--- src/cmp_pkg.sv ---
// Package of constants and types for the cache mode and prefetch snoop block.
package cmp_pkg;

  // Register offsets on the plain register port.
  localparam logic [3:0] CMP_OFF_CTRL0  = 4'h0;
  localparam logic [3:0] CMP_OFF_PAGEB  = 4'h1;
  localparam logic [3:0] CMP_OFF_MISC   = 4'h2;
  localparam logic [3:0] CMP_OFF_RANGE  = 4'h3;
  localparam logic [3:0] CMP_OFF_STATUS = 4'h4;

  // Field positions in the control register zero image.
  localparam int CMP_CTRL0_CD_BIT = 30;
  localparam int CMP_CTRL0_NW_BIT = 29;
  // Field positions in the page-base control register image.
  localparam int CMP_PAGEB_PWT_BIT = 3;
  localparam int CMP_PAGEB_PCD_BIT = 4;
  // Level-3 disable flag in the miscellaneous feature control register.
  localparam int CMP_MISC_L3DIS_BIT = 6;
  // Range override register: bit 0 enable, bits 3:1 memory type code.
  localparam int CMP_RANGE_EN_BIT = 0;
  localparam int CMP_RANGE_TYPE_LSB = 1;

  // Reset values: caching disabled, as after a processor reset.
  localparam logic [31:0] CMP_CTRL0_RST = 32'h6000_0000;
  localparam logic [31:0] CMP_PAGEB_RST = 32'h0000_0000;
  localparam logic [31:0] CMP_MISC_RST  = 32'h0000_0000;
  localparam logic [31:0] CMP_RANGE_RST = 32'h0000_0000;

  // Memory type codes used by the range override.
  localparam logic [2:0] CMP_MT_UC = 3'h0;
  localparam logic [2:0] CMP_MT_WT = 3'h4;
  localparam logic [2:0] CMP_MT_WB = 3'h6;

  // Effective per-access cache policy.
  typedef enum logic [1:0] {
    CMP_POL_UNCACHED,
    CMP_POL_WRITETHRU,
    CMP_POL_WRITEBACK
  } cmp_policy_type;

  // Prefetch queue depth.
  localparam int CMP_PFQ_DEPTH = 4;

endpackage

--- src/cmp_cache_mode.sv ---
// Cache policy control and prefetch queue self-modifying-code snoop.
`timescale 1ns/10ps

// Functional notes
// - Data write hitting a prefetched address flushes the prefetch queue.
// - Match uses linear addresses only; physical aliases are not detected.
// - Global flags 00B give writeback level-1 data and level-2 caches.
// - Range override registers override the type from the global flags.
// - Page cache-off and writethrough flags from base reg and entries apply.
// - Misc feature control bit 6 disables the level-3 cache.
// - Level-3 disable leaves level-1 and level-2 enables untouched.
// - Split level-1 instruction and data caches, unified level-2 cache.
// - Data cache defaults writeback, per-line writethrough selectable.
// - External hardware may force cache off or writethrough; honoured.
// - Per-page cache-off flag decides cacheability of each page.
module cmp_cache_mode #(
  parameter int LA_W  = 32,
  parameter int DEPTH = cmp_pkg::CMP_PFQ_DEPTH
) (
  input  wire logic            mclk_in,
  input  wire logic            rst_n_in,
  input  wire logic [3:0]      reg_addr_in,
  input  wire logic [31:0]     reg_wdata_in,
  input  wire logic            reg_wr_in,
  input  wire logic            reg_rd_in,
  output logic      [31:0]     reg_rdata_out,
  input  wire logic            pf_push_in,
  input  wire logic [LA_W-1:0] pf_addr_in,
  input  wire logic            issue_req_in,
  output logic                 issue_ok_out,
  input  wire logic            dwr_valid_in,
  input  wire logic [LA_W-1:0] dwr_laddr_in,
  input  wire logic            serialize_in,
  input  wire logic            pde_pcd_in,
  input  wire logic            pde_pwt_in,
  input  wire logic            pte_pcd_in,
  input  wire logic            pte_pwt_in,
  input  wire logic            line_wt_in,
  input  wire logic            ext_cache_off_in,
  input  wire logic            ext_wt_in,
  output logic                 pf_flush_out,
  output logic [1:0]           d_policy_out,
  output logic                 l1i_en_out,
  output logic                 l1d_en_out,
  output logic                 l2_en_out,
  output logic                 l3_en_out
);

  logic [31:0]     ctrl0_q, ctrl0_d;
  logic [31:0]     pageb_q, pageb_d;
  logic [31:0]     misc_q, misc_d;
  logic [31:0]     range_q, range_d;
  logic [31:0]     rdata_q, rdata_d;
  logic [LA_W-1:0] pfq_addr_q [DEPTH];
  logic [DEPTH-1:0] pfq_vld_q, pfq_vld_d, hit_vec;
  logic [$clog2(DEPTH)-1:0] wptr_q, wptr_d;
  logic            flush_q, flush_d;
  logic            ext_off_s1_q, ext_off_s2_q, ext_wt_s1_q, ext_wt_s2_q;
  logic            snoop_hit, page_off, page_wt, glob_cd, glob_nw;
  logic            rng_en;
  logic [2:0]      rng_type;
  cmp_pkg::cmp_policy_type pol_d, pol_q;

  // External force pins arrive from outside the clock domain.
  always_ff @(posedge mclk_in or negedge rst_n_in) begin
    if (!rst_n_in) begin
      ext_off_s1_q <= 1'b0;
      ext_off_s2_q <= 1'b0;
      ext_wt_s1_q  <= 1'b0;
      ext_wt_s2_q  <= 1'b0;
    end else begin
      ext_off_s1_q <= ext_cache_off_in;
      ext_off_s2_q <= ext_off_s1_q;
      ext_wt_s1_q  <= ext_wt_in;
      ext_wt_s2_q  <= ext_wt_s1_q;
    end
  end

  // Register file writes and read data, answered one cycle after the strobe.
  always_comb begin
    ctrl0_d = ctrl0_q;
    pageb_d = pageb_q;
    misc_d  = misc_q;
    range_d = range_q;
    rdata_d = 32'h0000_0000;
    if (reg_wr_in) begin
      unique case (reg_addr_in)
        cmp_pkg::CMP_OFF_CTRL0: ctrl0_d = reg_wdata_in;
        cmp_pkg::CMP_OFF_PAGEB: pageb_d = reg_wdata_in;
        cmp_pkg::CMP_OFF_MISC:  misc_d  = reg_wdata_in;
        cmp_pkg::CMP_OFF_RANGE: range_d = {28'h000_0000, reg_wdata_in[3:0]};
        default: ;
      endcase
    end
    if (reg_rd_in) begin
      unique case (reg_addr_in)
        cmp_pkg::CMP_OFF_CTRL0:  rdata_d = ctrl0_q;
        cmp_pkg::CMP_OFF_PAGEB:  rdata_d = pageb_q;
        cmp_pkg::CMP_OFF_MISC:   rdata_d = misc_q;
        cmp_pkg::CMP_OFF_RANGE:  rdata_d = range_q;
        cmp_pkg::CMP_OFF_STATUS: rdata_d = {24'h00_0000, l3_en_out,
                                   l2_en_out, l1d_en_out, l1i_en_out,
                                   flush_q, 1'b0, pol_q};
        default:                 rdata_d = 32'h0000_0000;
      endcase
    end
  end

  // Register images and read data; reset leaves every cache disabled.
  always_ff @(posedge mclk_in or negedge rst_n_in) begin
    if (!rst_n_in) begin
      ctrl0_q <= cmp_pkg::CMP_CTRL0_RST;
      pageb_q <= cmp_pkg::CMP_PAGEB_RST;
      misc_q  <= cmp_pkg::CMP_MISC_RST;
      range_q <= cmp_pkg::CMP_RANGE_RST;
      rdata_q <= 32'h0000_0000;
    end else begin
      ctrl0_q <= ctrl0_d;
      pageb_q <= pageb_d;
      misc_q  <= misc_d;
      range_q <= range_d;
      rdata_q <= rdata_d;
    end
  end

  // Read data leave straight from a flop and are zero outside a read.
  assign reg_rdata_out = rdata_q;

  // Cache enables: level-3 follows the global disable flag and its own disable flag.
  assign glob_cd    = ctrl0_q[cmp_pkg::CMP_CTRL0_CD_BIT];
  assign glob_nw    = ctrl0_q[cmp_pkg::CMP_CTRL0_NW_BIT];
  assign l1i_en_out = !glob_cd;
  assign l1d_en_out = !glob_cd;
  assign l2_en_out  = !glob_cd;
  assign l3_en_out  = !glob_cd && !misc_q[cmp_pkg::CMP_MISC_L3DIS_BIT];

  // Page flags combine base register, directory and table entries.
  assign page_off = pageb_q[cmp_pkg::CMP_PAGEB_PCD_BIT] | pde_pcd_in
                    | pte_pcd_in;
  assign page_wt  = pageb_q[cmp_pkg::CMP_PAGEB_PWT_BIT] | pde_pwt_in
                    | pte_pwt_in;
  assign rng_en   = range_q[cmp_pkg::CMP_RANGE_EN_BIT];
  assign rng_type = range_q[cmp_pkg::CMP_RANGE_TYPE_LSB +: 3];

  // Data policy: range override first, then global flags, then the
  // page, line and external forcing, each of which can only weaken it.
  always_comb begin
    pol_d = cmp_pkg::CMP_POL_WRITEBACK;
    if (rng_en) begin
      if (rng_type == cmp_pkg::CMP_MT_UC) begin
        pol_d = cmp_pkg::CMP_POL_UNCACHED;
      end else if (rng_type == cmp_pkg::CMP_MT_WT) begin
        pol_d = cmp_pkg::CMP_POL_WRITETHRU;
      end else begin
        pol_d = cmp_pkg::CMP_POL_WRITEBACK;
      end
    end else if (glob_cd) begin
      pol_d = cmp_pkg::CMP_POL_UNCACHED;
    end else if (glob_nw) begin
      pol_d = cmp_pkg::CMP_POL_WRITETHRU;
    end else begin
      pol_d = cmp_pkg::CMP_POL_WRITEBACK;
    end
    if (pol_d == cmp_pkg::CMP_POL_WRITEBACK && (page_wt || line_wt_in)) begin
      pol_d = cmp_pkg::CMP_POL_WRITETHRU;
    end
    if (pol_d == cmp_pkg::CMP_POL_WRITEBACK && ext_wt_s2_q) begin
      pol_d = cmp_pkg::CMP_POL_WRITETHRU;
    end
    if (page_off || ext_off_s2_q) begin
      pol_d = cmp_pkg::CMP_POL_UNCACHED;
    end
  end

  // Policy is registered so the output cannot glitch while flags settle.
  always_ff @(posedge mclk_in or negedge rst_n_in) begin
    if (!rst_n_in) begin
      pol_q <= cmp_pkg::CMP_POL_UNCACHED;
    end else begin
      pol_q <= pol_d;
    end
  end

  // The policy output comes straight from its flop.
  assign d_policy_out = pol_q;

  // Linear-address compare per prefetch entry; aliases are missed.
  for (genvar i = 0; i < DEPTH; i++) begin : g_cmp
    assign hit_vec[i] = pfq_vld_q[i] && (pfq_addr_q[i] == dwr_laddr_in);
  end
  assign snoop_hit = dwr_valid_in && |hit_vec;

  // Queue state: a snoop hit or serialize empties the queue at once.
  always_comb begin
    pfq_vld_d = pfq_vld_q;
    wptr_d    = wptr_q;
    flush_d   = snoop_hit || serialize_in;
    if (flush_d) begin
      pfq_vld_d = '0;
      wptr_d    = '0;
    end else if (pf_push_in) begin
      pfq_vld_d[wptr_q] = 1'b1;
      wptr_d            = wptr_q + 1'b1;
    end
  end

  // Queue valid bits, write pointer and the one-cycle flush strobe.
  always_ff @(posedge mclk_in or negedge rst_n_in) begin
    if (!rst_n_in) begin
      pfq_vld_q <= '0;
      wptr_q    <= '0;
      flush_q   <= 1'b0;
    end else begin
      pfq_vld_q <= pfq_vld_d;
      wptr_q    <= wptr_d;
      flush_q   <= flush_d;
    end
  end

  // Address storage has no reset; the valid bits guard it.
  always_ff @(posedge mclk_in) begin
    if (pf_push_in && !flush_d) begin
      pfq_addr_q[wptr_q] <= pf_addr_in;
    end
  end

  // The flush strobe comes straight from its flop.
  assign pf_flush_out = flush_q;
  // Issue is held off in the hit cycle and the flush cycle after it.
  assign issue_ok_out = issue_req_in && !snoop_hit && !flush_q;

  // Checks on the snoop, the policy and the cache enables; each names the rule it guards.
  AST_HIT_FLUSH: assert property (
    @(posedge mclk_in) disable iff (!rst_n_in)
    snoop_hit |=> pf_flush_out && pfq_vld_q == '0)
    else $error("Snoop hit did not flush the prefetch queue.");
  AST_SER_FLUSH: assert property (
    @(posedge mclk_in) disable iff (!rst_n_in)
    serialize_in |=> pf_flush_out && pfq_vld_q == '0)
    else $error("Serializing operation did not flush the prefetch queue.");
  AST_NO_STALE: assert property (
    @(posedge mclk_in) disable iff (!rst_n_in)
    snoop_hit |-> !issue_ok_out ##1 !issue_ok_out)
    else $error("Instruction issued during a prefetch flush.");
  AST_LIN_ONLY: assert property (
    @(posedge mclk_in) disable iff (!rst_n_in)
    (dwr_valid_in && !serialize_in && hit_vec == '0) |=> !pf_flush_out)
    else $error("Flush without a linear address match.");
  AST_WB_00: assert property (
    @(posedge mclk_in) disable iff (!rst_n_in)
    (!rng_en && !glob_cd && !glob_nw && !page_off && !page_wt && !line_wt_in
     && !ext_off_s2_q && !ext_wt_s2_q)
    |=> d_policy_out == cmp_pkg::CMP_POL_WRITEBACK)
    else $error("Flags 00B did not give writeback.");
  AST_GLOB_CD: assert property (
    @(posedge mclk_in) disable iff (!rst_n_in)
    (!rng_en && glob_cd) |=> d_policy_out == cmp_pkg::CMP_POL_UNCACHED)
    else $error("Global cache-disable ignored without a range override.");
  AST_RANGE_UC: assert property (
    @(posedge mclk_in) disable iff (!rst_n_in)
    (rng_en && rng_type == cmp_pkg::CMP_MT_UC)
    |=> d_policy_out == cmp_pkg::CMP_POL_UNCACHED)
    else $error("Range override ignored.");
  AST_RANGE_WT: assert property (
    @(posedge mclk_in) disable iff (!rst_n_in)
    (rng_en && rng_type == cmp_pkg::CMP_MT_WT && !page_off && !ext_off_s2_q)
    |=> d_policy_out == cmp_pkg::CMP_POL_WRITETHRU)
    else $error("Range writethrough override ignored.");
  AST_PAGE_OFF: assert property (
    @(posedge mclk_in) disable iff (!rst_n_in)
    page_off |=> d_policy_out == cmp_pkg::CMP_POL_UNCACHED)
    else $error("Page cache-off flag ignored.");
  AST_PAGE_WT: assert property (
    @(posedge mclk_in) disable iff (!rst_n_in)
    (page_wt && !page_off && !ext_off_s2_q)
    |=> d_policy_out != cmp_pkg::CMP_POL_WRITEBACK)
    else $error("Page writethrough flag ignored.");
  AST_LINE_WT: assert property (
    @(posedge mclk_in) disable iff (!rst_n_in)
    (line_wt_in && !page_off && !ext_off_s2_q)
    |=> d_policy_out != cmp_pkg::CMP_POL_WRITEBACK)
    else $error("Per-line writethrough ignored.");
  AST_EXT_OFF: assert property (
    @(posedge mclk_in) disable iff (!rst_n_in)
    $rose(ext_cache_off_in)
    |-> ##3 d_policy_out == cmp_pkg::CMP_POL_UNCACHED)
    else $error("External cache-off not honoured.");
  AST_EXT_WT: assert property (
    @(posedge mclk_in) disable iff (!rst_n_in)
    $rose(ext_wt_in)
    |-> ##3 d_policy_out != cmp_pkg::CMP_POL_WRITEBACK)
    else $error("External writethrough not honoured.");
  AST_L3_DIS: assert property (
    @(posedge mclk_in) disable iff (!rst_n_in)
    misc_q[cmp_pkg::CMP_MISC_L3DIS_BIT] |-> !l3_en_out)
    else $error("Level-3 cache enabled while disabled.");
  AST_L3_EN: assert property (
    @(posedge mclk_in) disable iff (!rst_n_in)
    (!glob_cd && !misc_q[cmp_pkg::CMP_MISC_L3DIS_BIT]) |-> l3_en_out)
    else $error("Level-3 cache off although its flag is clear.");
  AST_L3_INDEP: assert property (
    @(posedge mclk_in) disable iff (!rst_n_in)
    $changed(misc_q) && $stable(ctrl0_q) |-> $stable(l2_en_out)
    && $stable(l1d_en_out) && $stable(l1i_en_out))
    else $error("Level-3 disable changed lower-level enables.");
  AST_SPLIT_L1: assert property (
    @(posedge mclk_in) disable iff (!rst_n_in)
    l1d_en_out == l2_en_out && l1i_en_out == l2_en_out)
    else $error("Split level-1 enables diverged from level-2.");

endmodule // cmp_cache_mode

--- config.mk ---
export PLATFORM = sky130hd
export DESIGN_NAME = cmp_cache_mode
export DESIGN_NICKNAME = d
export VERILOG_FILES = /design/src/cmp_pkg.sv /design/src/cmp_cache_mode.sv
export SDC_FILE = /design/constraint.sdc
export NUM_CORES = 1
export LEC_CHECK = 0
export BUFFER_PORTS_ARGS = -buffer_cell sky130_fd_sc_hd__buf_2
export CORE_MARGIN = 2
export CORE_UTILIZATION = 29
export CTS_CLUSTER_SIZE = 10
export DETAILED_ROUTE_END_ITERATION = 16
export HOLD_SLACK_MARGIN = 0.1
export SLEW_MARGIN = 20
export SYNTH_ARGS = -nofsm -noshare
export SYNTH_HDL_FRONTEND = slang
export SYNTH_SLANG_ARGS = --single-unit
--- constraint.sdc ---
create_clock -name mclk_in -period 3.3 [get_ports mclk_in]
set_input_delay 0.66 -clock mclk_in [delete_from_list [all_inputs] [get_ports mclk_in]]
set_output_delay 0.66 -clock mclk_in [all_outputs]
set_load 0.01 [all_outputs]
**Yosys cells after proc, flatten, opt, wreduce, memory -nomap -nowiden**

Memories as Yosys holds them, arrays and structs flattened.
Index checks and enable logic that the tools add are counted.

- Output and inout bits: 40
- Memories kept: 1
- Input bits: 115
- Flip-flop bits (word level): 145
- Memory bits (writable): 128

Memory list:

| name | depth | bits a word | rd ports | clocked after memory_dff | write ports | RTL line | RTL |
|---|---|---|---|---|---|---|---|
| pfq_addr_q | 4 | 32 | 4 | 0 | 1 | cmp_cache_mode.sv:54 | `logic [LA_W-1:0] pfq_addr_q [DEPTH];` |

- Magnitude comparators: 2
- Add/sub/neg operators: 1
- Bitwise operators: 5
- Muxes and demuxes: 18
- Reductions and logical operators: 28
- Eq/ne operators: 11

Operator list:

| kind | number |
|---|---|
| $pmux W32 S5 | 1 |
| $eq A32 B32 Y1 | 4 |
| $mux W32 | 1 |
| $mux W2 | 10 |
| $logic_and A1 B1 Y1 | 12 |
| $eq A4 B2 Y1 const B | 2 |
| $mux W4 | 2 |
| $reduce_and A2 Y1 | 4 |
| $logic_not A1 Y1 | 5 |
| $eq A2 B2 Y1 const B | 2 |
| $eq A4 B1 Y1 const B | 1 |
| $eq A4 B3 Y1 const B | 1 |
| $logic_not A4 Y1 | 1 |
| $or A1 B1 Y1 | 4 |
| $or A4 B4 Y4 | 1 |
| $reduce_or A4 Y1 | 1 |
| $eq A3 B3 Y1 const B | 1 |
| $logic_not A3 Y1 | 1 |
| $logic_or A1 B1 Y1 | 3 |
| $lt A2 B3 Y1 const B | 1 |
| $mux W1 | 3 |
| $add A2 B1 Y2 const B | 1 |
| $demux W1 S2 | 1 |
| $ge A2 B1 Y1 const B | 1 |
| $reduce_bool A2 Y1 | 1 |

**Depth between registers and ports, before layout**

Gate-level depths: netlist (run 1).

- Word-level depth: 11
- Mapped depth: 7
- Gate-level depth less buffers: 6

**Worst setup path before layout (run 1)**

No wires, ideal clock.

- Kind: input -> register
- Start: in dwr_laddr_in[7]
- End: mem pfq_addr_q[3][0], enable pin
- Data required time: 2.884 ns
- Stages: 7
- Arrival: 2.893 ns
- Path buffers: 1
- Slack: -0.009 ns
- Cell sequence: xor2_1 -> nor4_1 -> nand4_1 -> nor3_1 -> o41a_1 -> buf_6 -> nor3_2

- Word-level cells in the longest chain between the ends: 9

Ends and longest elaborated chain:

| item | RTL line | RTL |
|---|---|---|
| from (decl) | cmp_cache_mode.sv:32 | `input wire logic [LA_W-1:0] dwr_laddr_in,` |
| $eq A32 B32 Y1 | cmp_cache_mode.sv:189 | `assign hit_vec[i] = pfq_vld_q[i] && (pfq_addr_q[i] == dwr_laddr_in);` |
| $logic_and A1 B1 Y1 | cmp_cache_mode.sv:189 |  |
| $reduce_or A4 Y1 (*) | cmp_cache_mode.sv:191 | `assign snoop_hit = dwr_valid_in && \|hit_vec;` |
| $logic_and A1 B1 Y1 (*) | cmp_cache_mode.sv:191 |  |
| $logic_or A1 B1 Y1 (*) | cmp_cache_mode.sv:197 | `flush_d = snoop_hit \|\| serialize_in;` |
| $logic_not A1 Y1 (*) | cmp_cache_mode.sv:222 | `if (pf_push_in && !flush_d) begin` |
| $logic_and A1 B1 Y1 (*) | cmp_cache_mode.sv:222 |  |
| $mux W1 (*) | cmp_cache_mode.sv:222 |  |
| $mux W1 (not written as such) (*) | cmp_cache_mode.sv:223 | `pfq_addr_q[wptr_q] <= pf_addr_in;` |
| to (decl) | cmp_cache_mode.sv:54 |  |

Every way passes the cells marked *; elsewhere a longest branch is shown, timed or not.

==> metrics, run 1 <==
status finished clean; via/cell ratio 4.54; Congestion Overflow GR 0; final hold vios 0; # H-tree levels 2; Syn Nets 875; ratio of cells with drive above 1 in the final layout 0.354; PortBufs 154; Worst EP arrival 2510 ps; DRC Markers 0; Worst-Margin Slew 668 ps; CTS clk-pin slew, worst paths 60 ps; hpwl dp 19300 um; vias in the first global route 7056; top_reg_cell synth dfrtp_1; Yosys cell types 43; Layout Skew 11.7 ps; RSZ-0062 raised after global routing false; DRT iter0 DRCs 299; met3 WL 1360 um; startpoint types register; syn_area_per_cell 14.9 um^2; area grow syn2layout 22.9%; Crit path max-delay family simple AND/OR/NAND/NOR gates; number of buffers created by CTS 34; final hold slack 149 ps; nets@finish 1065; n_diodes 0; number of synthesized flops with an enable pin 128; Max Fclk 315 MHz; Pins Over Slew Limit 0; Total Routing Usage GR 0.139; CP Max Fanout 3; Max-cap violations 0; Synth async-reset ratio 0.531; Final setup viols 0; top layer in use met5; FILL cells 3733; clock sinks 273; Max VDD drop 0.360 mV; Crit-path slowest cell nor4_2; Slew HR 0.555; sequential cell area 7470 um^2; Hold Path Class in2async; std cell rows 72; drt first pass iters 7; via count 6717; die width 201 um; Die Area 40500 um^2; first-pass GRT wire length 42900 um; Layout Utilization 0.360; sequential area share after synthesis 0.663; Worst-Skew Late Latency 510 ps; Cell Chain, Critical Path xor2_1 -> nor4_2 -> nand4_1 -> nor3_1 -> o41a_1 -> nor3b_2 -> buf_2; clock period minus worst slack 3170 ps; Pwr Density 598 nW/um^2; Routed Antenna Nets 0; antenna violations before repair 2; CTS Hold Buffers Added 0; final wirelength 27800 um; Synth Cell Area 11300 um^2; fin crit share 0.962; Initial Util 0.293; FF+latch count, synth 273; wire length on met2 13400 um; Final GP Congestion 0.806; TritonCTS clock tree done; Buf/Inv on CP 1; Leakage 5.73 nW; Longest Clk Path Bufs 3; Die Span Y 201 um; area taken by multi-input logic gates 3710 um^2; Root Driver clkbuf_16; required time of the critical path 2640 ps; area of the core 38500 um^2; # IOs 155; Setup Buffers After CTS 0; wire length per cell 18.8 um; slowest stage delay, CP 430 ps; largest net degree at the start of global routing 74; kind of critical path reg2out; Ys Warns 0; Syn Inst Count 756; Crit. End Element output pin; met1 WL 12500 um
-- metrics by stage --
step	setup TNS (ps)	worst slack [ps]	instance area (um^2)	instances	power [mW]
after floorplan	-1140	-8.91	11300	756	4.67
after global placement	-36.2	-36.2	12900	1428	5.03
after detailed placement	-27.1	-27.1	12900	1428	5.06
after CTS	0	7.75	13800	1481	8.41
after global routing	0	12.9	13900	1481	8.66
final	0	125	13900	1481	8.28
-- cells by family after synthesis --
kind of cell,Yosys count,share of synthesized area
AOI/OAI and AO/OA,48,0.0256
buffers and inverters,29,0.0129
muxes,126,0.124
and+or+nand+nor,147,0.0695
xor gates and xnor gates,129,0.100
DFF,273,0.663
adders and majority gates,4,0.00444
-- metal layers --
metal | up-vias | global-route usage
li1 | 3092 | -
met3 | 43 | 0.0303
met2 | 173 | 0.225
met4 | 4 | 0.0450
met5 | - | 0
met1 | 3405 | 0.185
-- report_power, final --
| group | internal [mW] | total (mW) | switching, mW | leakage (nW) |
|---|---|---|---|---|
| Sequential | 3.93 | 4.11 | 0.179 | 3.00 |
| Combinational | 0.440 | 0.882 | 0.442 | 2.27 |
| Clock | 1.96 | 3.29 | 1.33 | 0.468 |
-- flip-flops by register name, summed over array words and instances (netlist names), 4 cells and up --
name           count
ctrl0_q           32
misc_q            32
pageb_q           32
pfq_addr_q       128
pfq_vld_q          4
range_q            4
reg_rdata_out     32
-- layout by cell type (no fill, tap or decap), types with 5 or more instances in the layout --
cell,n
nor3_1,9
nor2_1,55
nor4_1,24
dfrtp_1,143
mux2_2,98
a21oi_1,33
mux2i_1,25
xnor2_1,5
buf_12,6
nand3_1,8
clkbuf_16,35
nor3_2,6
nand2_1,20
clkbuf_1,14
buf_4,20
edfxtp_1,128
xor2_1,124
buf_2,153
-- Yosys cell counts (all sizes together) (3+ instances only) --
master	instances	area, um^2
mux2i	25	250
nor4	29	196
nand2	21	81.3
nand4	4	25.0
clkbuf	7	26.3
edfxtp	128	3840
buf	19	108
nor2	56	218
xnor2	5	43.8
xor2	124	1090
mux2	100	1130
a222oi	3	30.0
nand3	8	40.0
nor3	19	145
dfrtp	143	3580
ha	4	50.1
a21oi	33	165
inv	3	11.3
a22oi	4	30.0
-- layout make-up --
| type | instances | area share |
|---|---|---|
| Multi-Input combinational cell | 454 | 0.268 |
| Tap cell | 518 | 0.0468 |
| Clock inverter | 3 | 0.00163 |
| Inverter | 3 | 0.000813 |
| Timing Repair Buffer | 180 | 0.0756 |
| Clock buffer | 50 | 0.0680 |
| Sequential cell | 273 | 0.540 |
-- worst paths after layout --
path | startpoint | to | slack [ps] | depth (start not counted)
min in group mclk_in | ext_wt_in | ext_wt_s1_q$_DFF_PN0_ | 250 | 1
setup / recovery | pfq_addr_q[2][5]$_DFFE_PP_ | issue_ok_out | 130 | 7
max in group asynchronous | rst_n_in | pfq_vld_q[1]$_DFFE_PN0P_ | 2350 | 2
hold reg to reg | ext_off_s1_q$_DFF_PN0_ | ext_off_s2_q$_DFF_PN0_ | 350 | 0
hold / removal | rst_n_in | reg_rdata_out[14]$_DFF_PN0_ | 150 | 1
setup reg to reg | pfq_addr_q[2][5]$_DFFE_PP_ | pfq_addr_q[3][7]$_DFFE_PP_ | 550 | 8
-- repair_timing --
item / 4_1_cts / 5_1_grt
setup endpoints to repair: 1 / 1
resized for setup: 4 / 1
pin swaps: 0 / 0
hold endpoints to repair: 0 / 0
(Power assumes the default switching activity.)
==> run 2, diff against run 1 <==
==> constraint.sdc (replaced) <==
create_clock -name mclk_in -period 3.5 [get_ports mclk_in]
set_input_delay 0.7 -clock mclk_in [delete_from_list [all_inputs] [get_ports mclk_in]]
set_output_delay 0.7 -clock mclk_in [all_outputs]
set_load 0.01 [all_outputs]
==> metrics, run 2 (synthesized netlist as in run 1, its figures left out) <==
status finished clean; Congestion Overflow GR 0; commonest non-fill, non-tap cell in the layout buf_2; die width 201 um; Worst-Skew Late Latency 520 ps; number of buffers created by CTS 35; worst reg-to-reg setup slack 640 ps; via count 6631; via/cell ratio 4.52; Max VDD drop 0.348 mV; Pins Over Slew Limit 0; Worst EP arrival 2520 ps; r2r endpoint pfq_addr_q[1][5]$_DFFE_PP_; Longest Clk Path Bufs 3; DRC Markers 0; final hold vios 0; Root Driver clkbuf_16; Buf/Inv on CP 1; setup_tns 0 ps; vias in the first global route 6984; fin crit share 0.921; Max-cap violations 0; clock period minus worst slack 3220 ps; Cell Chain, Critical Path xor2_1 -> nor4_1 -> nand4_1 -> nor3_1 -> o41a_1 -> nor3b_1 -> buf_2; DRT iter0 DRCs 289; required time of the critical path 2800 ps; CP Max Fanout 3; R2R cell count 8; Slew HR 0.314; Max Fclk 310 MHz; Initial Util 0.293; Final setup viols 0; Routed Antenna Nets 0; largest net degree at the start of global routing 81; Most flops, register pfq_addr_q; Final GP Congestion 0.806; Die Area 40500 um^2; wire length per cell 18.9 um; clock sinks 273; Total Routing Usage GR 0.139; max reg flops 128; startpoint types register; dpl ws 69.1 ps; ratio of cells with drive above 1 in the final layout 0.344; Hold Path Class in2async; hpwl dp 19100 um; most frequent cells in the layout buf_2, dfrtp_1, edfxtp_1, xor2_1, mux2_2; Crit path max-delay family simple AND/OR/NAND/NOR gates; slowest stage delay, CP 500 ps; std cell rows 72; Crit. End Element output pin; kind of critical path reg2out; Layout Skew 17.3 ps; CTS clk-pin slew, worst paths 50 ps; r2r startpoint pfq_addr_q[1][26]$_DFFE_PP_; antenna violations before repair 4; # H-tree levels 2; nets@finish 1054; drt first pass iters 7; Leakage 5.66 nW; Pwr Density 570 nW/um^2; CTS Hold Buffers Added 0; Worst-Margin Slew 1030 ps; Die Span Y 201 um; TritonCTS clock tree done; PortBufs 154; Setup WS post-layout 276 ps; Crit-path slowest cell nor4_1; area grow syn2layout 21.8%; final wirelength 27700 um; Setup Buffers After CTS 0; Resize count post-CTS 0; RSZ-0062 raised after global routing false; # IOs 155; first-pass GRT wire length 42900 um; area of the core 38500 um^2
-- run 2: metrics by stage --
| step | util | area [um^2] | instances | hold slack [ps] | power (mW) |
|---|---|---|---|---|---|
| 6_report | 0.357 | 13700 | 1467 | 231 | 7.82 |
| 5_1_grt | 0.357 | 13700 | 1467 | 273 | 8.19 |
| 4_1_cts | 0.357 | 13700 | 1466 | 245 | 7.94 |
| 3_5_place_dp | 0.332 | 12800 | 1416 | 337 | 4.77 |
| 3_3_place_gp | 0.332 | 12800 | 1416 | 335 | 4.73 |
| 2_1_floorplan | - | 11300 | 756 | 331 | 4.40 |
-- run 2: where the power goes --
part | leakage (nW) | internal [mW] | switching [mW]
registers | 3.00 | 3.71 | 0.171
clock network | 0.466 | 1.85 | 1.27
logic | 2.20 | 0.407 | 0.412
-- run 2: per-layer routing --
layer / wire, um / vias up / global-route usage
li1: - / 3071 / -
met4: 428 / 6 / 0.0381
met2: 13400 / 186 / 0.230
met5: 28 / - / 0
met3: 1710 / 40 / 0.0368
met1: 12200 / 3328 / 0.181
-- run 2: worst max path at each step --
stage,start,end,depth (start not counted)
6_report,pfq_addr_q[0][11]$_DFFE_PP_,issue_ok_out,7
5_1_grt,pfq_addr_q[0][11]$_DFFE_PP_,issue_ok_out,7
4_1_cts,pfq_addr_q[1][26]$_DFFE_PP_,issue_ok_out,7
3_5_place_dp,dwr_laddr_in[26],pfq_addr_q[1][9]$_DFFE_PP_,9
3_3_place_gp,dwr_laddr_in[26],pfq_addr_q[1][9]$_DFFE_PP_,9
2_1_floorplan,dwr_laddr_in[7],pfq_addr_q[3][0]$_DFFE_PP_,7
-- run 2: final cells by class --
class | instances | area (um^2)
antenna | 1 | 2.50
clock buffer | 44 | 930
clock inverter | 6 | 40.0
fill | 3754 | 24700
inverter | 3 | 11.3
multi-input combinational | 454 | 3680
sequential | 273 | 7470
tap | 518 | 648
timing repair buffer | 168 | 945
-- run 2: worst reg2reg max path: cells and delay by family (launching register included) --
family          cells  cell delay (ps)
buf+inv             2              480
compound gates      1              440
simple gates        4              930
xor+xnor            1              330
flops               1              380
==> run 3, diff against run 2 <==
--- a/config.mk
+++ b/config.mk
@@ -11,6 +11,7 @@
 export CTS_CLUSTER_SIZE = 10
 export DETAILED_ROUTE_END_ITERATION = 16
 export HOLD_SLACK_MARGIN = 0.1
+export MAX_ROUTING_LAYER = met4
 export SLEW_MARGIN = 20
 export SYNTH_ARGS = -nofsm -noshare
 export SYNTH_HDL_FRONTEND = slang
==> metrics, run 3 (synthesized netlist as in run 1, its figures left out) <==
Final setup viols 0; via count 6636; Worst-Skew Late Latency 520 ps; first-pass GRT wire length 42800 um; Max Fclk 306 MHz; via/cell ratio 4.51; std cell rows 72; vias in the first global route 6985; wire length per cell 18.8 um; antenna violations before repair 4; Final GP Congestion 0.818; Longest Clk Path Bufs 3; Layout Skew 17.4 ps; Worst-Margin Slew 1030 ps; Max-cap violations 0; DRC Markers 0; largest net degree at the start of global routing 81; Leakage 5.66 nW; RSZ-0062 raised after global routing false; fin crit share 0.934; Pwr Density 569 nW/um^2; Total Routing Usage GR 0.143; Hold Path Class in2async; met3 Usage GRT 0.0345; CTS clk-pin slew, worst paths 50 ps; clock period minus worst slack 3270 ps; drt first pass iters 6; clock sinks 273; Congestion Overflow GR 0; ratio of cells with drive above 1 in the final layout 0.344; hpwl dp 19100 um; Post-DP Area 12800 um^2; final hold vios 0; nets@finish 1054; Slew HR 0.310; Die Area 40500 um^2; number of buffers created by CTS 35; area of the core 38500 um^2; kind of critical path reg2out; Max VDD drop 0.348 mV; max reg flops 128; Most flops, register pfq_addr_q; Pins Over Slew Limit 0; area grow syn2layout 21.9%; status finished clean; Root Driver clkbuf_16; CTS Hold Buffers Added 0; PortBufs 154; met2 Usage GRT 0.230; Crit. End Element output pin; # IOs 155; # H-tree levels 2; TritonCTS clock tree done; gr busiest metal met2; M1 GR Usage 0.182; DRT iter0 DRCs 351; final wirelength 27600 um; Initial Util 0.293; startpoint types register; commonest non-fill, non-tap cell in the layout buf_2; CP Max Fanout 3; setup_tns 0 ps; Resize count post-CTS 0; die width 201 um; Worst EP arrival 2570 ps; most frequent cells in the layout buf_2, dfrtp_1, edfxtp_1, xor2_1, mux2_2; required time of the critical path 2800 ps; Setup Buffers After CTS 0; Die Span Y 201 um; post-route design area 13700 um^2; Routed Antenna Nets 0
-- run 3: cell count changes in the layout (fill, tap and decap cells not counted) --
| cell | delta |
|---|---|
| diode_2 | +3 |
-- run 3: worst max-delay path, stage by stage, from the launching register on --
cell and delay [ps]:
edfxtp_1 370, xor2_1 170, nor4_1 520, nand4_1 220, nor3_1 230, o41a_1 280, nor3b_1 110, buf_2 150
-- run 3: final timing paths --
path,start,to,slack (ps),cells past startpoint
hold reg to reg,ext_wt_s1_q$_DFF_PN0_,ext_wt_s2_q$_DFF_PN0_,350,0
hold / removal,rst_n_in,ctrl0_q[15]$_DFFE_PN0P_,230,1
setup / recovery,pfq_addr_q[0][11]$_DFFE_PP_,issue_ok_out,230,7
max in group asynchronous,rst_n_in,ctrl0_q[29]$_DFFE_PN1P_,2420,2
setup reg to reg,pfq_addr_q[1][26]$_DFFE_PP_,pfq_addr_q[1][28]$_DFFE_PP_,640,8
min in group mclk_in,ext_wt_in,ext_wt_s1_q$_DFF_PN0_,290,1
-- run 3: metrics by stage --
step / power, mW / hold slack [ps] / setup slack [ps] / cells / util
3_5_place_dp: 4.77 / 337 / 69.1 / 1416 / 0.332
3_3_place_gp: 4.73 / 335 / 142 / 1416 / 0.332
5_1_grt: 8.19 / 273 / 99.3 / 1470 / 0.357
2_1_floorplan: 4.40 / 331 / 151 / 756 / -
4_1_cts: 7.94 / 245 / 125 / 1466 / 0.357
6_report: 7.82 / 227 / 233 / 1470 / 0.357
-- run 3: area by class of cell --
| type | count | area [um^2] |
|---|---|---|
| Antenna cell | 4 | 10.0 |
| Clock buffer | 44 | 930 |
| Clock inverter | 6 | 40.0 |
| Fill cell | 3754 | 24700 |
| Inverter | 3 | 11.3 |
| Multi-Input combinational cell | 454 | 3680 |
| Sequential cell | 273 | 7470 |
| Tap cell | 518 | 648 |
| Timing Repair Buffer | 168 | 945 |
-- run 3: routing by layer --
layer	up-vias	wire, um
met2	187	13400
met1	3343	12200
met3	36	1620
met4	0	414
li1	3070	-
met5	-	0
-- run 3: power by group --
part	switching (mW)	leakage [nW]	internal (mW)
registers	0.171	3.00	3.71
clock network	1.27	0.466	1.85
logic	0.410	2.20	0.407
